===== src/logic/bdsc_consts.vh =====
// Purpose: constants for the bridge drive step controller
// Assumes: 100 MHz ref_clk
// Notes: times in ns or Hz with derived cycle counts
`ifndef BDSC_CONSTS_VH
`define BDSC_CONSTS_VH
`define BDSC_CLK_HZ 100000000
`define BDSC_DEAD_NS 20
// Dead time, longest time, rounded down, at least one cycle
`define BDSC_DEAD_CYC ((`BDSC_DEAD_NS * 100) / 1000)
`define BDSC_F_START_HZ 175000
`define BDSC_F_MIN_HZ 110000
`define BDSC_F_MAX_HZ 205000
// Number of frequency taps and their step
`define BDSC_NTAPS 20
`define BDSC_TAP_STEP_HZ 5000
// Duty positions in percent
`define BDSC_DUTY_MIN 10
`define BDSC_DUTY_MAX 50
`define BDSC_DUTY_STEP 5
`endif


===== src/logic/bdsc_top.v =====
// Purpose: full-bridge drive controller, direct or self-switching
// Assumes: ref_clk 100 MHz, all control pins asynchronous
// Notes: oscillator runs from divided ref_clk via tap table
//
// Summary of operation
// RULE1 - With enable high, drive-source select picks direct or self-switching mode.
// RULE2 - Direct mode passes both gate inputs to the bridge gate drivers.
// RULE3 - Each bridge leg inserts a short dead time between its switches.
// RULE4 - Short direct-mode gate pulses still change the bridge state.
// RULE5 - Self mode: input a is step strobe, input b step direction.
// RULE6 - Entering self mode starts the oscillator at 175 kHz.
// RULE7 - Rate echo follows switching frequency, 50% duty, rising with node a.
// RULE8 - Frequency mode, direction low: each strobe raises frequency one tap.
// RULE9 - Frequency mode, direction high: each strobe lowers frequency one tap.
// RULE10 - Duty adjustment applies at the 205 kHz top tap with duty select high.
// RULE11 - Duty adjustment also entered at any tap when duty select rises.
// RULE12 - Duty mode, direction low: strobe lowers duty one step.
// RULE13 - Decrease strobes ignored at the 10% minimum duty.
// RULE14 - Duty mode, direction high: strobe raises duty one step.
// RULE15 - Increase strobes ignored at the 50% maximum duty.
// RULE16 - Frequency stepping resumes only at 50% duty with duty select low.
// RULE17 - Frequency confined to 110 kHz through 205 kHz taps.
// RULE18 - Duty held at 50% while frequency stepping.
// RULE19 - Taps and duty steps come from fixed parameterised tables.
// RULE20 - Enable low holds all switches off and ignores strobes.
`timescale 1ns/1ps
`include "bdsc_consts.vh"
module bdsc_top #(
  parameter NTAPS = `BDSC_NTAPS,
  parameter F_MIN_HZ = `BDSC_F_MIN_HZ,
  parameter TAP_STEP_HZ = `BDSC_TAP_STEP_HZ,
  parameter DUTY_STEP = `BDSC_DUTY_STEP
) (
  // Clock and reset
  input wire ref_clk,
  input wire rst_b,
  // Control pins from the controller
  input wire enable,
  input wire drive_source_sel,
  input wire duty_adjust_sel,
  input wire gate_input_a,
  input wire gate_input_b,
  // Bridge gate drives
  output wire bridge_a_high,
  output wire bridge_a_low,
  output wire bridge_b_high,
  output wire bridge_b_low,
  // Rate echo
  output reg rate_echo
);
  localparam DEAD_RAW = `BDSC_DEAD_CYC;
  localparam DEAD_CYC = (DEAD_RAW < 1) ? 1 : DEAD_RAW;
  localparam START_TAP = (`BDSC_F_START_HZ - F_MIN_HZ) / TAP_STEP_HZ;
  localparam TOP_TAP = NTAPS - 1;
  // Duty limits at register width so no assignment drops bits
  localparam [6:0] DUTY_MAX = `BDSC_DUTY_MAX;
  localparam [6:0] DUTY_MIN = `BDSC_DUTY_MIN;
  localparam [6:0] DUTY_INC = DUTY_STEP;
  // Echo lag: mux flop, leg change, dead count, switch flop
  localparam ECHO_LAG = DEAD_CYC + 3;
  // Mode states
  localparam ST_OFF = 2'h0;
  localparam ST_DIRECT = 2'h1;
  localparam ST_FREQ = 2'h2;
  localparam ST_DUTY = 2'h3;

  wire en_s;
  wire src_s;
  wire duty_s;
  wire a_s;
  wire b_s;
  wire a_rise;
  wire duty_rise;
  // Decoded mode and step strobes
  wire self_mode;
  wire leg_enable;
  wire enter_self;
  wire freq_move;
  wire duty_move;

  reg [1:0] state;
  reg [1:0] next_state;
  reg [4:0] tap;
  reg [6:0] duty;
  reg [15:0] phase;
  reg node_a;
  reg node_b;
  reg drive_a;
  reg drive_b;
  // Echo delay line, one stage per cycle of drive lag
  reg [ECHO_LAG-1:0] echo_pipe;

  ////////////////////////////////////////////////////////////////
  // Pin synchronisers
  // Every control pin is asynchronous; two flops before any logic
  // Enable pin
  bdsc_edge_sync u_en (
    .ref_clk(ref_clk),
    .rst_b(rst_b),
    .pin(enable),
    .level(en_s),
    .rise()
  );
  // Drive source select
  bdsc_edge_sync u_src (
    .ref_clk(ref_clk),
    .rst_b(rst_b),
    .pin(drive_source_sel),
    .level(src_s),
    .rise()
  );
  // Duty adjust select, its rise enters duty mode at any tap
  bdsc_edge_sync u_duty (
    .ref_clk(ref_clk),
    .rst_b(rst_b),
    .pin(duty_adjust_sel),
    .level(duty_s),
    .rise(duty_rise)
  );
  // Gate a, also the step strobe
  bdsc_edge_sync u_a (
    .ref_clk(ref_clk),
    .rst_b(rst_b),
    .pin(gate_input_a),
    .level(a_s),
    .rise(a_rise)
  );
  // Gate b, also the step direction
  bdsc_edge_sync u_b (
    .ref_clk(ref_clk),
    .rst_b(rst_b),
    .pin(gate_input_b),
    .level(b_s),
    .rise()
  );

  ////////////////////////////////////////////////////////////////
  // Period table in ref_clk cycles, one entry per tap
  // Built from constants, so it costs no divider in hardware
  wire [15:0] period_tab [0:NTAPS-1];
  genvar gi;
  generate
    for (gi = 0; gi < NTAPS; gi = gi + 1) begin : g_tap
      localparam integer PER_CYC = `BDSC_CLK_HZ / (F_MIN_HZ + gi * TAP_STEP_HZ);
      assign period_tab[gi] = PER_CYC[15:0]; // RULE19 RULE17
    end
  endgenerate

  // Present period; tap never passes TOP_TAP so the index stays in range
  wire [15:0] period = period_tab[tap];
  // High time scales with duty percent; 50% is half period
  // high_prod holds a period times a percent, 23 bits
  wire [22:0] high_prod = {7'h0, period} * {16'h0, duty};
  wire [22:0] high_div = high_prod / 23'd100;
  wire [15:0] high_len = high_div[15:0];
  wire [15:0] half_len = {1'b0, period[15:1]};

  ////////////////////////////////////////////////////////////////
  // Mode selection
  always @* begin
    next_state = state;
    if (!en_s) begin
      next_state = ST_OFF; // RULE20
    end else if (src_s) begin
      next_state = ST_DIRECT; // RULE1 RULE2
    end else if (state == ST_OFF || state == ST_DIRECT) begin
      next_state = ST_FREQ; // RULE1
    end else if (state == ST_FREQ && duty_s && (tap == TOP_TAP[4:0] || duty_rise)) begin
      next_state = ST_DUTY; // RULE10 RULE11
    end else if (state == ST_DUTY && !duty_s && duty == `BDSC_DUTY_MAX) begin
      next_state = ST_FREQ; // RULE16
    end
  end

  // Step decode shared by the tap and duty registers
  assign enter_self = (next_state == ST_FREQ) && (state == ST_OFF || state == ST_DIRECT);
  assign freq_move = (state == ST_FREQ) && (next_state == ST_FREQ) && a_rise;
  assign duty_move = (state == ST_DUTY) && a_rise;
  assign self_mode = (state == ST_FREQ) || (state == ST_DUTY);

  // Mode register
  always @(posedge ref_clk or negedge rst_b) begin
    if (!rst_b) begin
      state <= ST_OFF;
    end else begin
      state <= next_state;
    end
  end

  // Tap register: restart at 175 kHz on entry, one tap per strobe
  // Strobes past either end are dropped
  always @(posedge ref_clk or negedge rst_b) begin
    if (!rst_b) begin
      tap <= 5'h0;
    end else if (enter_self) begin
      tap <= START_TAP[4:0]; // RULE6
    end else if (freq_move) begin
      if (!b_s && tap != TOP_TAP[4:0]) begin
        tap <= tap + 5'h1; // RULE5 RULE8
      end else if (b_s && tap != 5'h0) begin
        tap <= tap - 5'h1; // RULE9
      end
    end
  end

  // Duty register: pinned at 50% while stepping frequency
  // Strobes at a limit are dropped, so duty stays on the step grid
  always @(posedge ref_clk or negedge rst_b) begin
    if (!rst_b) begin
      duty <= DUTY_MAX;
    end else if (enter_self) begin
      duty <= DUTY_MAX;
    end else if (freq_move) begin
      duty <= DUTY_MAX; // RULE18
    end else if (duty_move) begin
      if (!b_s && duty > DUTY_MIN) begin
        duty <= duty - DUTY_INC; // RULE12 RULE13
      end else if (b_s && duty < DUTY_MAX) begin
        duty <= duty + DUTY_INC; // RULE14 RULE15
      end
    end
  end

  ////////////////////////////////////////////////////////////////
  // Phase counter; a shorter period after a tap change wraps at once
  // Counter width covers the slowest tap's period
  always @(posedge ref_clk or negedge rst_b) begin
    if (!rst_b) begin
      phase <= 16'h0;
    end else if (!self_mode) begin
      phase <= 16'h0;
    end else if (phase >= period - 16'h1) begin
      phase <= 16'h0;
    end else begin
      phase <= phase + 16'h1;
    end
  end

  // Nodes: a high for high_len from phase zero, b the same half a period on
  // Registered so node a and the echo pipe start together
  always @(posedge ref_clk or negedge rst_b) begin
    if (!rst_b) begin
      node_a <= 1'b0;
      node_b <= 1'b0;
    end else if (!self_mode) begin
      node_a <= 1'b0;
      node_b <= 1'b0;
    end else begin
      node_a <= (phase < high_len);
      node_b <= (phase >= half_len) && (phase < half_len + high_len);
    end
  end

  // Echo delayed by the drive path so its rise meets bridge_a_high's rise
  // Cleared at once on leaving self mode rather than left to drain
  always @(posedge ref_clk or negedge rst_b) begin
    if (!rst_b) begin
      echo_pipe <= {ECHO_LAG{1'b0}};
      rate_echo <= 1'b0;
    end else if (!self_mode) begin
      echo_pipe <= {ECHO_LAG{1'b0}};
      rate_echo <= 1'b0;
    end else begin
      echo_pipe <= {echo_pipe[ECHO_LAG-2:0], phase < half_len}; // RULE7
      rate_echo <= echo_pipe[ECHO_LAG-1];
    end
  end

  ////////////////////////////////////////////////////////////////
  // Drive source mux; direct mode needs four cycles of pulse
  always @(posedge ref_clk or negedge rst_b) begin
    if (!rst_b) begin
      drive_a <= 1'b0;
      drive_b <= 1'b0;
    end else if (state == ST_DIRECT) begin
      drive_a <= a_s; // RULE2 RULE4
      drive_b <= b_s;
    end else begin
      drive_a <= node_a;
      drive_b <= node_b;
    end
  end

  // Legs: dead time and enable gating live in the leg driver
  // Both legs share one enable so they switch off together
  assign leg_enable = (state != ST_OFF); // RULE20
  bdsc_leg_driver #(
    .DEAD_CYC(DEAD_CYC)
  ) u_leg_a (
    .ref_clk(ref_clk),
    .rst_b(rst_b),
    .enable(leg_enable),
    .want_high(drive_a),
    .high_on(bridge_a_high),
    .low_on(bridge_a_low)
  );

  // Leg b: same timing, so node b keeps its half period offset
  bdsc_leg_driver #(
    .DEAD_CYC(DEAD_CYC)
  ) u_leg_b (
    .ref_clk(ref_clk),
    .rst_b(rst_b),
    .enable(leg_enable),
    .want_high(drive_b),
    .high_on(bridge_b_high),
    .low_on(bridge_b_low)
  );
endmodule


===== src/logic/bdsc_edge_sync.v =====
// Purpose: two-flop synchroniser with rising edge pulse
// Assumes: input asynchronous to ref_clk
// Notes: edge detect reads only the second stage and beyond
`timescale 1ns/1ps
module bdsc_edge_sync (
  // Clock and reset
  input wire ref_clk,
  input wire rst_b,
  // Pin and results
  input wire pin,
  output wire level,
  output wire rise
);
  reg s1;
  reg s2;
  reg s3;

  // First stage feeds only the second
  always @(posedge ref_clk or negedge rst_b) begin
    if (!rst_b) begin
      s1 <= 1'b0;
      s2 <= 1'b0;
      s3 <= 1'b0;
    end else begin
      s1 <= pin;
      s2 <= s1;
      s3 <= s2;
    end
  end

  assign level = s2;
  assign rise = s2 & ~s3;
endmodule


===== src/logic/bdsc_leg_driver.v =====
// Purpose: one bridge leg with dead time between switches
// Assumes: request is synchronous to ref_clk
// Notes: both switches off while enable is low
`timescale 1ns/1ps
module bdsc_leg_driver #(
  parameter DEAD_CYC = 2
) (
  // Clock and reset
  input wire ref_clk,
  input wire rst_b,
  // Control
  input wire enable,
  input wire want_high,
  // Gate outputs
  output reg high_on,
  output reg low_on
);
  reg [3:0] dead_cnt;
  reg state;

  // Break before make: each change passes a dead gap
  always @(posedge ref_clk or negedge rst_b) begin
    if (!rst_b) begin
      high_on <= 1'b0;
      low_on <= 1'b0;
      dead_cnt <= 4'h0;
      state <= 1'b0;
    end else if (!enable) begin
      high_on <= 1'b0; // RULE20
      low_on <= 1'b0;
      dead_cnt <= DEAD_CYC[3:0];
      state <= 1'b0;
    end else if (want_high != state) begin
      high_on <= 1'b0; // RULE3
      low_on <= 1'b0;
      state <= want_high;
      dead_cnt <= DEAD_CYC[3:0];
    end else if (dead_cnt != 4'h0) begin
      dead_cnt <= dead_cnt - 4'h1;
    end else begin
      high_on <= state;
      low_on <= ~state;
    end
  end
endmodule


===== config.mk =====
export PLATFORM = sky130hd
export DESIGN_NAME = bdsc_top
export DESIGN_NICKNAME = d
export VERILOG_FILES = /design/src/logic/bdsc_top.v /design/src/logic/bdsc_edge_sync.v /design/src/logic/bdsc_leg_driver.v
export VERILOG_INCLUDE_DIRS = /design/src /design/src/logic
export SDC_FILE = /design/constraint.sdc
export NUM_CORES = 1
export LEC_CHECK = 0
export BUFFER_PORTS_ARGS = -buffer_cell sky130_fd_sc_hd__buf_2
export CAP_MARGIN = 5
export CORE_MARGIN = 2
export CORE_UTILIZATION = 52
export DETAILED_ROUTE_END_ITERATION = 16
export GPL_TIMING_DRIVEN = 1
export PLACE_DENSITY = 0.79
export SYNTH_ARGS = -nofsm -noshare
export SYNTH_HDL_FRONTEND = slang
export SYNTH_SLANG_ARGS = --single-unit

===== constraint.sdc =====
create_clock -name ref_clk -period 18 [get_ports ref_clk]
set_clock_uncertainty 0.05 [all_clocks]
set_input_delay 2.7 -clock ref_clk [delete_from_list [all_inputs] [get_ports ref_clk]]
set_output_delay 2.7 -clock ref_clk [all_outputs]
set_load 0.05 [all_outputs]

## Word level (Yosys, flattened, before mapping)

Memory sizes are Yosys's and may differ from the RTL's.
Cells that the tools add are included.

- Add/subtract/negate cells: 9
- Multiply operators: 1
- Divide/modulo/power cells: 1
- $lt $le $gt $ge: 8
- Equal/unequal tests: 15
- Mux-type cells: 46
- Bitwise operators: 7
- Reductions and logical operators: 29

Operators by type and width:

| kind | count |
|---|---|
| $mux W16 | 4 |
| $mux W7 | 5 |
| $lt A16 B16 Y1 | 2 |
| $mux W5 | 5 |
| $mux W4 | 6 |
| $div A23 B7 Y23 const B | 1 |
| $mul A16 B7 Y23 | 1 |
| $mux W1 | 21 |
| $add A15 B16 Y16 | 1 |
| $add A16 B1 Y16 const B | 1 |
| $ge A16 B15 Y1 | 1 |
| $ge A16 B16 Y1 | 1 |
| $lt A16 B15 Y1 | 1 |
| $sub A16 B1 Y16 const B | 1 |
| $logic_and A1 B1 Y1 | 13 |
| $reduce_bool A4 Y1 | 3 |
| $mux W2 | 5 |
| $sub A4 B1 Y4 const B | 2 |
| $add A7 B3 Y7 const B | 1 |
| $eq A7 B6 Y1 const B | 1 |
| $gt A7 B4 Y1 const B | 1 |
| $lt A7 B6 Y1 const B | 1 |
| $sub A7 B3 Y7 const B | 1 |
| $eq A2 B2 Y1 const B | 3 |
| 22 further kinds | 34 |

- Register bits after elaboration: 66
- ROM bits: 512
- Output and inout port bits: 5
- Memories kept: 1

Memories:

| memory | words | bits a word | rd ports | clocked after memory_dff | write ports | line | source |
|---|---|---|---|---|---|---|---|
| (name not given) | 32 | 16 | 1 | 0 | 0 | bdsc_top.v:150 | `wire [15:0] period = period_tab[tap];` |

## Longest topological paths before layout

- Depth in word-level cells: 13
- Mapped depth: 78

## Hierarchy

From an unflattened synthesis, not the netlist that was laid out.

- Cell total of the unflattened synthesis: 1243
- Area total of the unflattened synthesis: 10318.6 µm²

By module, submodules not included:

| module | instances | cells an instance | area an instance (µm²) | sequential area each (µm²) |
|---|---|---|---|---|
| bdsc_top | 1 | 1153 | 9123.8 | 1004.7 |
| bdsc_leg_driver | 2 | 35 | 375.4 | 175.2 |
| bdsc_edge_sync | 5 | 4 | 88.8 | 75.1 |

## Least setup slack after synthesis

No wires, ideal clock.

- Path kind: register to register
- Start point: register tap[0]
- End point: register node_b
- Library setup time: 67 ps
- Data arrival time: 14341 ps
- Data required time: 17883 ps
- Setup slack: 3542 ps
- Cell stages (with the launch flop): 71
- Clock period less this slack: 14458 ps
- Cells stage by stage: dfrtp_1 inv_1 ha_1 and2_1 a211oi_1 a211oi_1 or2_2 clkbuf_1 inv_1 nor2_1 fa_1 inv_1 fa_1 inv_1 fa_1 inv_1 fa_1 inv_1 [... 35 more ...] nor2b_1 o21ai_0 a21oi_1 o21ai_0 a21oi_1 nand2b_1 ha_1 nor2b_1 o21ai_0 nand2b_1 a21oi_1 nor2b_1 o21ai_0 nand2b_1 a21oi_1 nor2b_1 o21ai_0 and3_1

- Word-level cells in the longest chain between the ends: 10

Ends and longest elaborated chain:

| what | line | source |
|---|---|---|
| from (decl) | bdsc_top.v:83 | `reg [4:0] tap;` |
| from (signal assigned) | bdsc_top.v:196 | `tap <= START_TAP[4:0];` |
| from (signal assigned) | bdsc_top.v:199 | `tap <= tap + 5'h1;` |
| from (signal assigned) | bdsc_top.v:201 | `tap <= tap - 5'h1;` |
| $not A5 Y6 (implied by the code) * | bdsc_top.v:150 |  |
| $mem_v2 Z32 W16 * | - |  |
| $mux W16 (implied by the code) * (2 in a row) | bdsc_top.v:150 |  |
| $mul A16 B7 Y23 | bdsc_top.v:153 | `wire [22:0] high_prod = {7'h0, period} * {16'h0, duty};` |
| $div A23 B7 Y23 | bdsc_top.v:154 | `wire [22:0] high_div = high_prod / 23'd100;` |
| $add A15 B16 Y16 | bdsc_top.v:250 | `node_b <= (phase >= half_len) && (phase < half_len + high_len);` |
| $lt A16 B16 Y1 | bdsc_top.v:250 |  |
| $logic_and A1 B1 Y1 * | bdsc_top.v:250 |  |
| $mux W1 * | bdsc_top.v:245 | `end else if (!self_mode) begin` |
| to (signal assigned) | bdsc_top.v:250 |  |
| to (decl) | bdsc_top.v:87 | `reg node_b;` |

Mark *: on every way between the ends. The rest lies on a longest branch, timed or not. The select of a mux whose other input is x is not followed.
A chain may end at the register's enable or synchronous reset.

## Final worst setup path

Same ends and word-level chain as after synthesis.

==> results.env <==
NUM_ANTENNA_CELLS=0
KIND_OF_CELL_WITH_THE_HIGHEST_COMBINED_DELAY_ON_THE_CRITICAL_PATH='compound AO/OA/AOI/OAI gates'
MAXCAPVIOLCOUNT=0
ROUTE.DETAILED.DRC=0
POST_ROUTE_CELLS_DRIVE_ABOVE_1_SHARE=0.0916
ROUTED_WIRE_LENGTH_PER_INSTANCE_UM=17.4
ROUTED_WL_UM=26100
TIMING.FINAL.CRIT_PERIOD_NS=16.56
SYNTH.YOSYS.SEQ_AREA_SHARE=0.160
SYNTH.LIB_CELLS_USED.DISTINCT=119
CRITICAL_PATH_BUF_INV_COUNT=6
FINALCRITPERIODSHARE=0.920
POSTSYNTHCELLCOUNT=1233
TNS_NS=0
ANTENNA_FOUND_INITIAL=0
WORST_SKEW_PAIR.LATE_LATENCY_NS=0.33
FP.DIEH_UM=145
CTSLONGESTPATHBUFFERS=2
HOLD_VIOLATION_COUNT_IN_THE_FINAL_REPORT=0
POST-DP-HPWL_UM=20100
POST_DRT_VIA_CELL_RATIO=6.18
R2R_SLACK_NS=1.44
COMMONEST_NON_FILL_NON_TAP_CELLS_IN_THE_LAYOUT='sky130_fd_sc_hd__ha_1 (122), sky130_fd_sc_hd__nor2_1 (101), sky130_fd_sc_hd__nand2_1 (92)'
VIAS_AFTER_DETAILED_ROUTING=9258
WORSTSETUPSTARTPOINTTYPE='flop'
SYN_TO_FINAL_GROWTH_PCT=5.66
POST_PLACE_INSTANCE_AREA_UM2=10600
SLEW_VIOL_FINAL=0
TRITONCTS_CLOCK_TREE='done'
CTS_MADE_BUFFERS=9
FIRST_GLOBAL_VIAS=8956
ANT_NETS=0
SYN-MEAN-INSTANCE-AREA_UM2=8.40
FMAX_GHz=0.0604
DRT_ITER0_DRC=569
DP.CELLS=1479
FILLER_CELL_COUNT=1735
YOSYSWARNINGCOUNT=0
CELL_AREA_AFTER_SYNTHESIS_UM2=10400
CLOCK_SINK_COUNT=66
CRITICAL_PATH_CLASS='flop to flop'
CRITPATHMAXSTAGEDELAY_NS=0.55
DIEAREA_UM2=21100
FIRSTDRTPASSITERS=7
CRITPATHARRIVALTIME_NS=16.78
CLK_TRANSITION_REPORTED_PATHS_NS=0.06
SETUP_VIOL_COUNT_FINAL=0
INITIAL_CELL_DENSITY_OF_THE_CORE=0.531
OUTCOME='completed'
SYNTH-SEQ-CELLS=66
FIN_AREA_UM2=10900
CLK_ROOT_BUFFER_CELL='sky130_fd_sc_hd__clkbuf_16'
GRT_OVERFLOW=0
IO_PINS=12
DIE_WIDTH_UM=145
SLEW_HEADROOM=0.275
PORT_BUFFERS=11
SETUP.WORST_PATH.END_CLASS='flop'
GRT_PASS1_WL_UM=43800
ROWS=51
LAYOUTNONFILLERINSTCOUNT=1499
CRIT_PATH_TOP_DELAY_CELL='sky130_fd_sc_hd__a21oi_1'
FINAL_COMMON_CELL='sky130_fd_sc_hd__ha_1'
GP_ROUTABILITY_CONGESTION=0.926
CORE_AREA_UM2=19500
CRITICAL_PATH_REQUIRED_NS=18.22
RSZ_0062_RAISED_AFTER_GLOBAL_ROUTING='no'
MAXIMUM_NUMBER_OF_PINS_ON_ONE_NET_BEFORE_GLOBAL_ROUTE_REPAIR=67
WORST-SLEW-PIN-TRANSITION_NS=1.09
YS.FLOP_TYPE='sky130_fd_sc_hd__dfrtp_1'
AGGREGATE_GLOBAL_ROUTE_RESOURCE_USAGE=0.247
NNETSFINAL=1400
CTS_MAX_LEVEL=3
CRIT_PATH_MAX_FANOUT=14
MIN-DELAY-PATH-CLASS='flop to flop'
SYNTH-EDFF-COUNT=0
SYNTHARSTFLOPSHARE=1.00
-- worst paths after layout --
path	from	end	cells after the start
min	u_en.s1$_DFF_PN0_	u_en.level$_DFF_PN0_	0
max reg2reg	tap[0]$_DFFE_PN0P_	node_b$_DFF_PN0_	68
min reg2reg	u_en.s1$_DFF_PN0_	u_en.level$_DFF_PN0_	0
min in group asynchronous	rst_b	u_leg_a.low_on$_DFFE_PN0P_	2
max in group asynchronous	rst_b	u_a.level$_DFF_PN0_	2
max	tap[0]$_DFFE_PN0P_	node_b$_DFF_PN0_	68
-- layer usage --
layer,GRT usage,up-vias,routed length (um)
li1,-,4421,-
met1,0.330,4458,11400
met2,0.417,328,12500
met3,0.0346,51,1630
met4,0.0716,0,578
met5,0,-,0
-- stage by stage --
stage	worst slack (ns)	hold WS (ns)	util
floorplan	3.54	0.281	-
global placement	1.28	0.282	0.542
detailed placement	1.01	0.287	0.542
CTS	0.937	0.295	0.557
global route	0.0906	0.300	0.561
finish	1.44	0.293	0.561
-- final cells by class --
type	instances	area, um2	share of cell area
multi-input combinational	1041	8200	0.749
inverter	94	353	0.0322
clock buffer	11	233	0.0213
tap	265	332	0.0303
sequential	66	1660	0.151
timing repair buffer	17	100	0.00914
clock inverter	5	78.8	0.00720
-- cells by family after synthesis --
group	count (synthesis)	share of synthesized area
AND/OR/NAND/NOR	442	0.222
AO/OA/AOI/OAI	332	0.246
adder cells (fa/ha/maj)	166	0.231
buffers and inverters	132	0.0543
XOR/XNOR	75	0.0663
flip-flops	66	0.160
multiplexers	19	0.0209
other	1	0.000362
-- Yosys cell counts (9+ instances only) --
| master | count | area share |
|---|---|---|
| sky130_fd_sc_hd__a211oi_1 | 9 | 0.0065 |
| sky130_fd_sc_hd__a21o_1 | 21 | 0.015 |
| sky130_fd_sc_hd__a21oi_1 | 70 | 0.034 |
| sky130_fd_sc_hd__a31oi_1 | 16 | 0.0097 |
| sky130_fd_sc_hd__and2_1 | 43 | 0.026 |
| sky130_fd_sc_hd__and3_1 | 14 | 0.0085 |
| sky130_fd_sc_hd__clkbuf_1 | 21 | 0.0076 |
| sky130_fd_sc_hd__dfrtp_1 | 63 | 0.15 |
| sky130_fd_sc_hd__fa_1 | 42 | 0.081 |
| sky130_fd_sc_hd__ha_1 | 122 | 0.15 |
| sky130_fd_sc_hd__inv_1 | 91 | 0.033 |
| sky130_fd_sc_hd__mux2i_1 | 12 | 0.012 |
| sky130_fd_sc_hd__nand2_1 | 92 | 0.033 |
| sky130_fd_sc_hd__nand2b_1 | 22 | 0.013 |
| sky130_fd_sc_hd__nand3_1 | 40 | 0.019 |
| sky130_fd_sc_hd__nand4_1 | 11 | 0.0066 |
| sky130_fd_sc_hd__nor2_1 | 101 | 0.037 |
| sky130_fd_sc_hd__nor2b_1 | 25 | 0.015 |
| sky130_fd_sc_hd__nor3_1 | 33 | 0.016 |
| sky130_fd_sc_hd__nor4_1 | 9 | 0.0054 |
| sky130_fd_sc_hd__o211ai_1 | 13 | 0.0094 |
| sky130_fd_sc_hd__o21a_1 | 9 | 0.0065 |
| sky130_fd_sc_hd__o21ai_0 | 59 | 0.029 |
| sky130_fd_sc_hd__o21ai_1 | 13 | 0.0063 |
| sky130_fd_sc_hd__or3_1 | 9 | 0.0054 |
| sky130_fd_sc_hd__xnor2_1 | 42 | 0.036 |
| sky130_fd_sc_hd__xor2_1 | 29 | 0.025 |
-- registers in the layout, indices dropped and copies added (netlist names), 2 cells and up --
signal            count
state                 2
u_leg_a.dead_cnt      4
u_leg_b.dead_cnt      4
phase                16
duty                  7
echo_pipe             5
tap                   5
-- what timing repair did --
item / 4_1_cts / 5_1_grt
setup endpoints to repair: 0 / 1
hold buffers: 0 / 0
setup buffers: 0 / 4
resized for setup: 0 / 5
Power is not shown: default switching activity piles up to over one toggle a cycle in this logic, so the estimate is an artifact.
